`src/addr_gen_pkg.sv`:
```
// Constants, types and encodings shared by the operand and address generation logic.
// Assumes a single 50 MHz core clock and a decoder that presents one decoded operand at a time.
// Contract
// [RL1] An instruction carries zero to three operands, each from a register, an immediate or memory.
// [RL2] Operands are 8 or 32 bits in 32-bit code and 8 or 16 bits in 16-bit code unless overridden.
// [RL3] The core holds a 32-byte queue of prefetched instruction bytes ahead of decode.
// [RL4] A register operand comes from an 8, 16 or 32-bit register; an immediate comes from the code bytes.
// [RL5] The linear address of a memory operand is segment base plus effective address.
// [RL6] The effective address is base plus scaled index plus displacement, any part possibly absent.
// [RL7] The index is multiplied by 1, 2, 4 or 8 before it is added.
// [RL8] Any register may be the base; any register but the stack pointer may be the index.
// [RL9] Address calculation costs no extra cycle except one more when base and index are both used.
// [RL10] In direct mode the offset is only the 8, 16 or 32-bit displacement.
// [RL11] A default-size flag of 0 gives 16-bit defaults and 1 gives 32-bit defaults.
// [RL12] In real mode the defaults are 16 bits whatever the descriptor says.
// [RL13] Operand-size and address-length prefixes each invert the default for one instruction.
// [RL14] In real mode an address above ffff raises a protection fault even with a prefix.
// [RL15] In real mode the address prefix only enables extra modes and never reaches past 64 Kbytes.
// [RL16] In 32-bit code displacements are 8 or 32 bits and every register may be base or index; the code never takes the stack pointer as index.
// [RL17] In 16-bit code displacements are 8 or 16 bits and registers follow the legacy 16-bit pairs.
package addr_gen_pkg;

  localparam int QUEUE_BYTES = 32;
  localparam int MAX_OPERANDS = 3;
  localparam logic [2:0] STACK_PTR_IDX = 3'h4;
  localparam logic [31:0] REAL_LIMIT = 32'h0000ffff;
  localparam logic [31:0] CLEAR_VALUE = 32'h00000000;

  // Operand source.
  typedef enum logic [1:0] {
    SRC_NONE = 2'h0,
    SRC_REG = 2'h1,
    SRC_IMM = 2'h2,
    SRC_MEM = 2'h3
  } src_t;

  // Operand width as delivered.
  typedef enum logic [1:0] {
    W8 = 2'h0,
    W16 = 2'h1,
    W32 = 2'h2
  } width_t;

  // Displacement width in the code bytes.
  typedef enum logic [1:0] {
    DISP_NONE = 2'h0,
    DISP_8 = 2'h1,
    DISP_WIDE = 2'h2
  } disp_t;

  // One-hot pipeline states.
  typedef enum logic [2:0] {
    ST_IDLE = 3'b001,
    ST_SUM = 3'b010,
    ST_OUT = 3'b100
  } state_t;

  // One decoded operand request.
  typedef struct packed {
    src_t src;
    logic byte_op;
    logic has_base;
    logic [2:0] base_sel;
    logic has_index;
    logic [2:0] index_sel;
    logic [1:0] scale_log2;
    disp_t disp_kind;
    logic [31:0] disp;
    logic [31:0] imm;
    logic [2:0] reg_sel;
    logic [31:0] seg_base;
  } req_t;

  // Result of one operand.
  typedef struct packed {
    src_t src;
    width_t width;
    logic addr32;
    logic [31:0] value;
    logic [31:0] eff_addr;
    logic [31:0] linear;
    logic gp_fault;
  } res_t;

endpackage

```
`src/operand_address_generation.sv`:
```
// Operand width selection and effective and linear address generation.
// Assumes the register file is read combinationally through the reg_file port.
`timescale 1ns/1ps
module operand_address_generation #(
  parameter int QUEUE_BYTES = addr_gen_pkg::QUEUE_BYTES
) (
  input wire logic clk,
  input wire logic rst,
  input wire logic default_size_flag,
  input wire logic real_mode,
  input wire logic opsize_prefix,
  input wire logic addrlen_prefix,
  input wire logic [1:0] operand_count,
  input wire logic req_valid,
  input wire addr_gen_pkg::req_t req,
  input wire logic [255:0] reg_file,
  input wire logic fetch_valid,
  input wire logic [7:0] fetch_byte,
  input wire logic queue_pop,
  output logic busy_q,
  output logic res_valid_q,
  output addr_gen_pkg::res_t res_q,
  output logic queue_full_q,
  output logic [7:0] queue_head_q,
  output logic queue_has_data_q
);

  addr_gen_pkg::state_t state_q;
  addr_gen_pkg::req_t held_q;
  logic op32_q;
  logic ad32_q;
  logic [31:0] part_q;
  logic [31:0] eff_addr_d;
  logic op32_d;
  logic ad32_d;
  logic [31:0] base_v;
  logic [31:0] index_v;
  logic [31:0] scaled_v;
  logic [31:0] disp_v;
  logic [31:0] reg_v;
  logic index_ok;
  logic two_step;
  logic [7:0] queue_mem [QUEUE_BYTES];
  logic [$clog2(QUEUE_BYTES)-1:0] wr_ptr_q;
  logic [$clog2(QUEUE_BYTES)-1:0] rd_ptr_q;
  logic [$clog2(QUEUE_BYTES):0] count_q;
  logic real_q;
  logic push_ok;
  logic pop_ok;
  localparam logic [$clog2(QUEUE_BYTES):0] FULL_COUNT = QUEUE_BYTES[$clog2(QUEUE_BYTES):0];

  // Default sizes: real mode forces 16 bits, otherwise the flag decides, and each prefix inverts.
  always_comb begin
    op32_d = default_size_flag & ~real_mode; // RL11 RL12
    ad32_d = default_size_flag & ~real_mode; // RL11 RL12
    op32_d = op32_d ^ opsize_prefix; // RL13
    ad32_d = ad32_d ^ addrlen_prefix; // RL13 RL15
  end

  // Component fetch; the stack pointer is never a valid index, so it is read as absent.
  always_comb begin
    base_v = held_q.has_base ? reg_file[held_q.base_sel*32 +: 32] : 32'h0; // RL8
    index_ok = held_q.has_index && (held_q.index_sel != addr_gen_pkg::STACK_PTR_IDX); // RL8
    index_v = index_ok ? reg_file[held_q.index_sel*32 +: 32] : 32'h0;
    scaled_v = index_v << held_q.scale_log2; // RL7
    case (held_q.disp_kind)
      addr_gen_pkg::DISP_8: disp_v = {{24{held_q.disp[7]}}, held_q.disp[7:0]};
      addr_gen_pkg::DISP_WIDE: disp_v = ad32_q ? held_q.disp : // RL16
        {{16{held_q.disp[15]}}, held_q.disp[15:0]}; // RL17
      default: disp_v = 32'h0; // RL10
    endcase
    if (!ad32_q) begin
      base_v = {16'h0, base_v[15:0]}; // RL17
      scaled_v = {16'h0, scaled_v[15:0]};
    end
    // Only a memory operand pays the extra clock; other sources never use the address.
    two_step = (held_q.src == addr_gen_pkg::SRC_MEM) && held_q.has_base && index_ok;
  end

  // Effective address; with base and index both present the base sum was taken a cycle earlier.
  always_comb begin
    if (two_step) begin
      eff_addr_d = part_q + disp_v; // RL9
    end else begin
      eff_addr_d = base_v + scaled_v + disp_v; // RL6 RL10
    end
    if (!ad32_q) begin
      eff_addr_d = {16'h0, eff_addr_d[15:0]};
    end
  end

  // Register operand value, narrowed to the chosen width.
  always_comb begin
    reg_v = reg_file[held_q.reg_sel*32 +: 32]; // RL4
    if (held_q.byte_op) begin
      reg_v = {24'h0, reg_v[7:0]};
    end else if (!op32_q) begin
      reg_v = {16'h0, reg_v[15:0]};
    end
  end

  // Sequencer: a request is taken in idle and answered one or two cycles later.
  always_ff @(posedge clk or posedge rst) begin
    if (rst) begin
      state_q <= addr_gen_pkg::ST_IDLE;
      held_q <= '0;
      op32_q <= 1'b0;
      ad32_q <= 1'b0;
      part_q <= addr_gen_pkg::CLEAR_VALUE;
      real_q <= 1'b0;
      busy_q <= 1'b0;
    end else begin
      case (state_q)
        addr_gen_pkg::ST_IDLE: begin
          if (req_valid && operand_count != 2'h0) begin // RL1
            held_q <= req;
            op32_q <= op32_d;
            ad32_q <= ad32_d;
            real_q <= real_mode; // RL14
            state_q <= addr_gen_pkg::ST_SUM;
            busy_q <= 1'b1;
          end
        end
        addr_gen_pkg::ST_SUM: begin
          part_q <= base_v + scaled_v;
          if (two_step && held_q.src == addr_gen_pkg::SRC_MEM) begin
            state_q <= addr_gen_pkg::ST_OUT; // RL9
          end else begin
            state_q <= addr_gen_pkg::ST_IDLE;
            busy_q <= 1'b0;
          end
        end
        addr_gen_pkg::ST_OUT: begin
          state_q <= addr_gen_pkg::ST_IDLE;
          busy_q <= 1'b0;
        end
        default: begin
          state_q <= addr_gen_pkg::ST_IDLE;
          busy_q <= 1'b0;
        end
      endcase
    end
  end

  // Result register, loaded in the cycle the answer is ready.
  always_ff @(posedge clk or posedge rst) begin
    if (rst) begin
      res_valid_q <= 1'b0;
      res_q <= '0;
    end else begin
      res_valid_q <= 1'b0;
      if ((state_q == addr_gen_pkg::ST_SUM &&
           !(two_step && held_q.src == addr_gen_pkg::SRC_MEM)) ||
          state_q == addr_gen_pkg::ST_OUT) begin
        res_valid_q <= 1'b1;
        res_q.src <= held_q.src; // RL1
        res_q.width <= held_q.byte_op ? addr_gen_pkg::W8 :
          (op32_q ? addr_gen_pkg::W32 : addr_gen_pkg::W16); // RL2
        res_q.addr32 <= ad32_q;
        res_q.eff_addr <= eff_addr_d;
        res_q.linear <= held_q.seg_base + eff_addr_d; // RL5
        // Only a 32-bit offset can pass ffff; a 16-bit offset wraps inside the segment.
        res_q.gp_fault <= (held_q.src == addr_gen_pkg::SRC_MEM) && real_q &&
          (eff_addr_d > addr_gen_pkg::REAL_LIMIT); // RL14 RL15
        case (held_q.src)
          addr_gen_pkg::SRC_REG: res_q.value <= reg_v; // RL4
          addr_gen_pkg::SRC_IMM: res_q.value <= held_q.imm; // RL4
          default: res_q.value <= addr_gen_pkg::CLEAR_VALUE;
        endcase
      end
    end
  end

  // Push and pop are gated on the live count: the registered flags lag a cycle and
  // would let one byte too many in, or pop an empty queue.
  always_comb begin
    push_ok = fetch_valid && (count_q != FULL_COUNT); // RL3
    pop_ok = queue_pop && (count_q != '0);
  end

  // Instruction byte queue; a full queue drops further fetch bytes, so the prefetcher watches full.
  always_ff @(posedge clk or posedge rst) begin
    if (rst) begin
      wr_ptr_q <= '0;
      rd_ptr_q <= '0;
      count_q <= '0;
    end else begin
      if (push_ok) begin
        wr_ptr_q <= wr_ptr_q + 1'b1; // RL3
      end
      if (pop_ok) begin
        rd_ptr_q <= rd_ptr_q + 1'b1;
      end
      count_q <= count_q + (push_ok ? 1'b1 : 1'b0)
        - (pop_ok ? 1'b1 : 1'b0);
    end
  end

  // Storage has no reset; the head register samples it even while the queue is empty.
  always_ff @(posedge clk) begin
    if (push_ok) begin
      queue_mem[wr_ptr_q] <= fetch_byte; // RL3
    end
  end

  // Registered queue status and head byte.
  always_ff @(posedge clk or posedge rst) begin
    if (rst) begin
      queue_full_q <= 1'b0;
      queue_has_data_q <= 1'b0;
      queue_head_q <= 8'h00;
    end else begin
      queue_full_q <= (count_q == QUEUE_BYTES[$clog2(QUEUE_BYTES):0]);
      queue_has_data_q <= (count_q != '0);
      queue_head_q <= queue_mem[rd_ptr_q];
    end
  end
endmodule // operand_address_generation

```
`config.mk`:
```
export PLATFORM = sky130hd
export DESIGN_NAME = operand_address_generation
export DESIGN_NICKNAME = d
export VERILOG_FILES = /design/src/addr_gen_pkg.sv /design/src/operand_address_generation.sv
export SDC_FILE = /design/constraint.sdc
export NUM_CORES = 1
export LEC_CHECK = 0
export BUFFER_PORTS_ARGS = -buffer_cell sky130_fd_sc_hd__buf_2
export CAP_MARGIN = 20
export CORE_ASPECT_RATIO = 0.9
export CORE_MARGIN = 2
export CORE_UTILIZATION = 35
export DETAILED_ROUTE_END_ITERATION = 7
export PLACE_DENSITY = 0.64
export SETUP_SLACK_MARGIN = 0.4
export SYNTH_ARGS = -nofsm -noshare
export SYNTH_HDL_FRONTEND = slang
export SYNTH_SLANG_ARGS = --single-unit
```
`constraint.sdc`:
```
create_clock -name clk -period 18.7 [get_ports clk]
set_input_delay 3.74 -clock clk [delete_from_list [all_inputs] [get_ports clk]]
set_output_delay 3.74 -clock clk [all_outputs]
set_load 0.005 [all_outputs]
```
* After elaboration in Yosys (flattened, before gate mapping)
Memory sizes are Yosys's and may differ from the RTL's. A register that Yosys moved wholly into a read port is not among the register bits.
Cells that the tools add are included.
W data, S select, Z words.
** Storage, ports and cells
- RAM bits :: 256
- Input bits :: 389
- Memories :: 1
- Register bits :: 274
- Output and inout bits :: 114
- Logic and storage cells :: 102
** Cells by class
- Bitwise gates (word level) :: 4
- Mux-type cells :: 24
- Magnitude comparators :: 1
- Reductions and logical operators :: 16
- Shift operators :: 4
- Add/sub/neg operators :: 8
- Equality and inequality tests :: 13
** Memories
- queue_mem :: depth 32, width 8, read ports 1, clocked after memory_dff 1, write ports 1, line operand_address_generation.sv:43 : logic [7:0] queue_mem [QUEUE_BYTES];
** Operators with widths (number)
- $shiftx A256 B9 Y32 :: 3
- $mux W32 :: 9
- $add A32 B32 Y32 :: 4
- $pmux W32 S2 :: 2
- $gt A32 B16 Y1 const B :: 1
- $shl A32 B2 Y32 :: 1
- $add A5 B1 Y5 const B :: 2
- $logic_and A1 B1 Y1 :: 10
- $mux W1 :: 7
- $add A6 B1 Y6 :: 1
- $eq A2 B2 Y1 const B :: 3
- $eq A6 B6 Y1 const B :: 1
- $mux W3 :: 2
- $ne A6 B6 Y1 const B :: 1
- $pmux W3 S2 :: 1
- $reduce_bool A6 Y1 :: 1
- $sub A6 B1 Y6 :: 1
- $eq A2 B1 Y1 const B :: 2
- $mux W2 :: 2
- $ne A2 B2 Y1 const B :: 2
- $reduce_and A2 Y1 :: 2
- $eq A3 B1 Y1 const B :: 1
- $eq A3 B2 Y1 const B :: 1
- $eq A3 B3 Y1 const B :: 1
- other kinds (8) :: 9

* Logic depth before layout (Yosys ltp)
- Depth after elaboration :: 11
- Gate-level depth with buffers :: 42
- Mapped depth without buffers :: 38

* Worst setup path after synthesis
No wires, ideal clock.
- Kind :: input to register
- Start point :: in reg_file[97]
- End point :: reg res_q[31] in the netlist's numbering
- Stages on the path :: 31
- Data required time :: 18575 ps
- Library setup time :: 125 ps
- Path slack :: 8549 ps
- Path buffers :: 0
- Arrival time :: 10026 ps
- Cells stage by stage :: mux4_2 -> o211a_1 -> mux2i_1 -> mux2i_1 -> ha_1 -> nor2b_1 -> o21ai_0 -> a21oi_1 -> o211ai_1 -> and3_1 -> o21bai_1 -> a21oi_1 -> xor2_1 -> o21ai_0 -> ha_1 -> o21ai_1 -> a2111o_1 -> or4b_4 -> nand4_1 -> a311oi_1 -> nor2b_2 -> a21oi_1 -> xnor2_1 -> and2_1 -> ha_1 -> inv_1 -> or3b_2 -> o211ai_1 -> a31oi_1 -> xnor2_1 -> mux2_2
** On the way
- Longest elaborated chain between the ends :: 9
- Elaborated cells on any way between the ends :: 12
- Those cells by class :: add/sub: 3; shift: 3; mux: 6
** Ends and longest elaborated chain
- from (decl) :: line operand_address_generation.sv:16 : input wire logic [255:0] reg_file,
- $shiftx A256 B9 Y32 :: line operand_address_generation.sv:64 : index_v = index_ok ? reg_file[held_q.index_sel*32 +: 32] : 32'h0;
- $mux W32 :: line operand_address_generation.sv:64
- $shl A32 B2 Y32 :: line operand_address_generation.sv:65 : scaled_v = index_v << held_q.scale_log2;
- $mux W32 :: line operand_address_generation.sv:72 : if (!ad32_q) begin
- $add A32 B32 Y32 * (2 in a row) :: line operand_address_generation.sv:85 : eff_addr_d = base_v + scaled_v + disp_v;
- $mux W32 * :: line operand_address_generation.sv:82 : if (two_step) begin
- $mux W32 * :: line operand_address_generation.sv:87 : if (!ad32_q) begin
- named net eff_addr_d[26] :: line operand_address_generation.sv:33 : logic [31:0] eff_addr_d;
- $add A32 B32 Y32 * :: line operand_address_generation.sv:161 : res_q.linear <= held_q.seg_base + eff_addr_d;
- to (decl) :: line operand_address_generation.sv:22 : output addr_gen_pkg::res_t res_q,
Mark *: on every way through the listed nets, which the timed path passes. The rest lies on a longest branch.
A chain may end at the register's enable or synchronous reset.

* Worst setup path after layout
Same ends and word-level chain as after synthesis.

==> key figures <==
Floorplanning
  • Core Box Area: 0.0927 mm^2
  • Die X-Extent: 326 um
  • Number of placed I/O pins: 503
  • Number of rows in the core area: 106
  • Initial Utilization: 0.352
  • Area enclosed by the die boundary: 0.0957 mm^2
  • DIE HEIGHT: 294 um

Setup path
  • Slowest library cell on the worst path: sky130_fd_sc_hd__o31ai_1
  • Type of the worst setup path: in -> reg
  • Required time of the critical path: 19.22 ns
  • Cell type group with the largest total delay on the critical path: compound AO/OA/AOI/OAI gates
  • Worst path buffer plus inverter count: 2
  • Startpoint of the most critical register-to-register path: held_q[104]$_DFFE_PP0P_
  • Maximum fanout along the worst path: 8
  • Crit path largest cell delay: 0.50 ns
  • Most numerous cell on the critical path: sky130_fd_sc_hd__a21oi_1
  • Worst path arrival time: 11.18 ns
  • Crit path launch type: input port
  • Startpoint of the most critical setup path: reg_file[97]
  • Kind of end point of the critical path: flop

Timing
  • Final Skew: 0.0630 ns
  • Slew margin rel.: 0.301
  • Minimum clock period: 10.65 ns
  • Final Hold Viols: 0
  • Max-slew violation count: 0
  • Maximum frequency from static timing analysis: 93.9 MHz
  • Transition at the pin with the smallest max-transition slack: 1.05 ns
  • Count of endpoints failing setup in the final report: 0
  • Final sum of negative setup slack: 0 ns
  • Final critical-path share of the clock period: 0.570
  • RSZ-0062 raised after global routing: no

Synth
  • Post-Syn Area: 0.0326 mm^2
  • Flip-flop cell with the highest count after synthesis: sky130_fd_sc_hd__dfrtp_1
  • Number of register bits inferred by synthesis: 538
  • Fraction of registers with async set or reset after synthesis: 0.524
  • Synthesized netlist net count: 3192
  • Count of mapped cells out of synthesis: 2687
  • Sequential element share of the synthesized area: 0.452
  • Most area-hungry cell type in the Yosys netlist: sky130_fd_sc_hd__edfxtp_1
  • Top post-synthesis cells by area: sky130_fd_sc_hd__edfxtp_1 (24%), sky130_fd_sc_hd__dfrtp_1 (22%), sky130_fd_sc_hd__mux4_2 (16%)
  • Post-Synthesis Mean Instance Area: 12.2 um^2
  • Number of enable-type register cells in the synthesized netlist: 256
  • Total number of yosys warnings: 0
  • Netlist cell types: 75
  • Fraction of post-synthesis cell area in the top cell type by area: 0.235

Global routing
  • Via count of the first global-routing pass: 23297
  • Largest net degree at the start of global routing: 116
  • Number of antenna violations at the first check in global routing: 23
  • Total GRT Usage: 0.202
  • Wire length of the first global-routing pass: 148000 um
  • Total overflow reported by the global router: 0

Clock network
  • Buffer count from post-CTS setup fixing: 0
  • Largest buffer count on any clock path: 3
  • Clock latency reported for the late side of the worst-skew pair: 0.67 ns
  • CTS H-tree lvls: 2
  • Count of instances resized after the clock tree is built: 0
  • Clock root buffer: sky130_fd_sc_hd__clkbuf_16
  • CTS buffer count: 59
  • Number of clock sinks: 538
  • Clk pin slew, worst setup/hold paths: 0.06 ns
  • Hold bufs inserted after CTS: 0
  • TritonCTS clock tree: done

Route
  • Wire per inst: 22.8 um
  • Via count of the routed design: 24421
  • Ratio of routed vias to standard cells: 5.52
  • Remaining DRCs: 0
  • Post-DRT Antenna Nets: 0
  • Router iterations before antenna repair: 5
  • Number of DRC markers after the initial detailed-route iteration: 2286
  • Final wirelength: 101000 um

Placed design
  • Count of port buffers added during placement: 502
  • Final estimated routing congestion in global placement: 0.912
  • Detailed-placement wirelength estimate: 73900 um
  • Cell Area, Placed: 0.0363 mm^2

Finish
  • Most common cell after layout, fill and taps aside: sky130_fd_sc_hd__buf_2
  • Sequential Area: 0.0148 mm^2
  • Area of the multi-input gates: 0.0170 mm^2
  • Post-route cell area: 0.0384 mm^2
  • Final Net Count: 3610
  • Fill cell count: 8673
  • Synth-to-Final Area Change: 17.6%
  • Fraction of final layout cells with drive strength greater than 1: 0.338
  • Most frequent cells in the layout: sky130_fd_sc_hd__buf_2 (502), sky130_fd_sc_hd__nand2_1 (308), sky130_fd_sc_hd__dfrtp_1 (267)

Outcome
  • Status: complete, no violations

Run
  • Max-cap violation count: 0

Min path
  • Type of the tightest min-delay check: reg -> reg
  • Worst min-delay path startpoint: res_q[98]$_DFFE_PP0P_

Power and ir drop
  • Leakage: 16.0 nW
  • Maximum ir drop on the vdd rail: 122 uV
  • Power per standard cell area: 161 mW/mm^2
-- metal layers --
| layer | up-vias | share of wire | global-route usage |
|---|---|---|---|
| met4 | 12 | 0.034 | 0.0624 |
| met5 | - | 0.00082 | 0 |
| met1 | 12148 | 0.43 | 0.280 |
| met3 | 217 | 0.075 | 0.0414 |
| met2 | 999 | 0.46 | 0.319 |
| li1 | 11045 | - | - |
-- worst paths after layout --
path                       depth (start not counted)  slack [ns]                         to
min                                                2        0.47      res_q[98]$_DFFE_PP0P_
max                                               32        8.05      res_q[31]$_DFFE_PP0P_
max in group asynchronous                          5       12.43     held_q[32]$_DFFE_PP0P_
max reg2reg                                       33       10.01      res_q[31]$_DFFE_PP0P_
min reg2reg                                        2        0.47      res_q[98]$_DFFE_PP0P_
min in group asynchronous                          2        3.22  queue_head_q[3]$_DFF_PP0_
-- kinds of logic (layout without fill, tap and decap cells) --
| group | count (synthesis) | after routing | share of synthesized area |
|---|---|---|---|
| mux | 521 | 521 | 0.257 |
| other cells | 0 | 24 | 0 |
| fa+ha+maj | 116 | 116 | 0.0454 |
| simple gates | 638 | 638 | 0.0896 |
| xor+xnor | 82 | 82 | 0.0220 |
| compound gates | 554 | 554 | 0.107 |
| buf+inv | 238 | 707 | 0.0282 |
| flops | 538 | 538 | 0.452 |
-- registers in the layout, indices dropped and copies added (netlist names) --
signal,flops
queue_mem,256
held_q,114
res_q,102
part_q,32
queue_head_q,8
count_q,6
rd_ptr_q,5
wr_ptr_q,5
state_q,3
ad32_q,1
busy_q,1
op32_q,1
queue_full_q,1
queue_has_data_q,1
real_q,1
res_valid_q,1
-- metrics by stage --
| step | utilization | instances | hold slack (ns) | worst slack, ns | power [mW] |
|---|---|---|---|---|---|
| after floorplan | - | 2687 | 0.448 | 7.18 | 4.00 |
| after detailed placement | 0.392 | 4286 | 0.458 | 7.48 | 5.00 |
| after global placement | 0.392 | 4286 | 0.456 | 7.52 | 4.97 |
| after CTS | 0.413 | 4398 | 0.475 | 8.16 | 6.23 |
| after global routing | 0.414 | 4412 | 0.492 | 7.60 | 6.62 |
| final | 0.414 | 4422 | 0.468 | 8.05 | 6.20 |
-- Yosys cell counts, drive strengths merged, types with 52 or more instances --
cell type  count
a21oi        138
inv           65
nor2         131
clkbuf       121
ha           112
o21ai        194
dfrtp        281
mux2i        117
edfxtp       256
nand2        308
xnor2         52
mux4         236
mux2         168
-- power by group --
part | leakage [nW] | switching [mW] | internal [mW]
combinational | 9.28 | 1.82 | 1.43
sequential | 5.72 | 0.235 | 1.50
clock | 0.966 | 0.518 | 0.691
total | 16.0 | 2.57 | 3.62
-- worst register-to-register path, delay by kind of cell, from the launching register on --
| family | cells | cell delay [ns] |
|---|---|---|
| buf+inv | 2 | 0.81 |
| flops | 1 | 0.52 |
| fa+ha+maj | 3 | 1.16 |
| xor+xnor | 3 | 0.56 |
| compound gates | 16 | 3.42 |
| simple gates | 5 | 1.08 |
| mux | 4 | 1.01 |
-- layout make-up --
cell class	count	area share
diodes	24	0.00156
clock buffers	77	0.0413
repair buffers	529	0.0707
well taps	1242	0.0405
inverters	66	0.00665
multi-input cells	1911	0.443
clock inverters	35	0.0116
flip-flops and latches	538	0.385
Power figures use the tool's default switching activity.
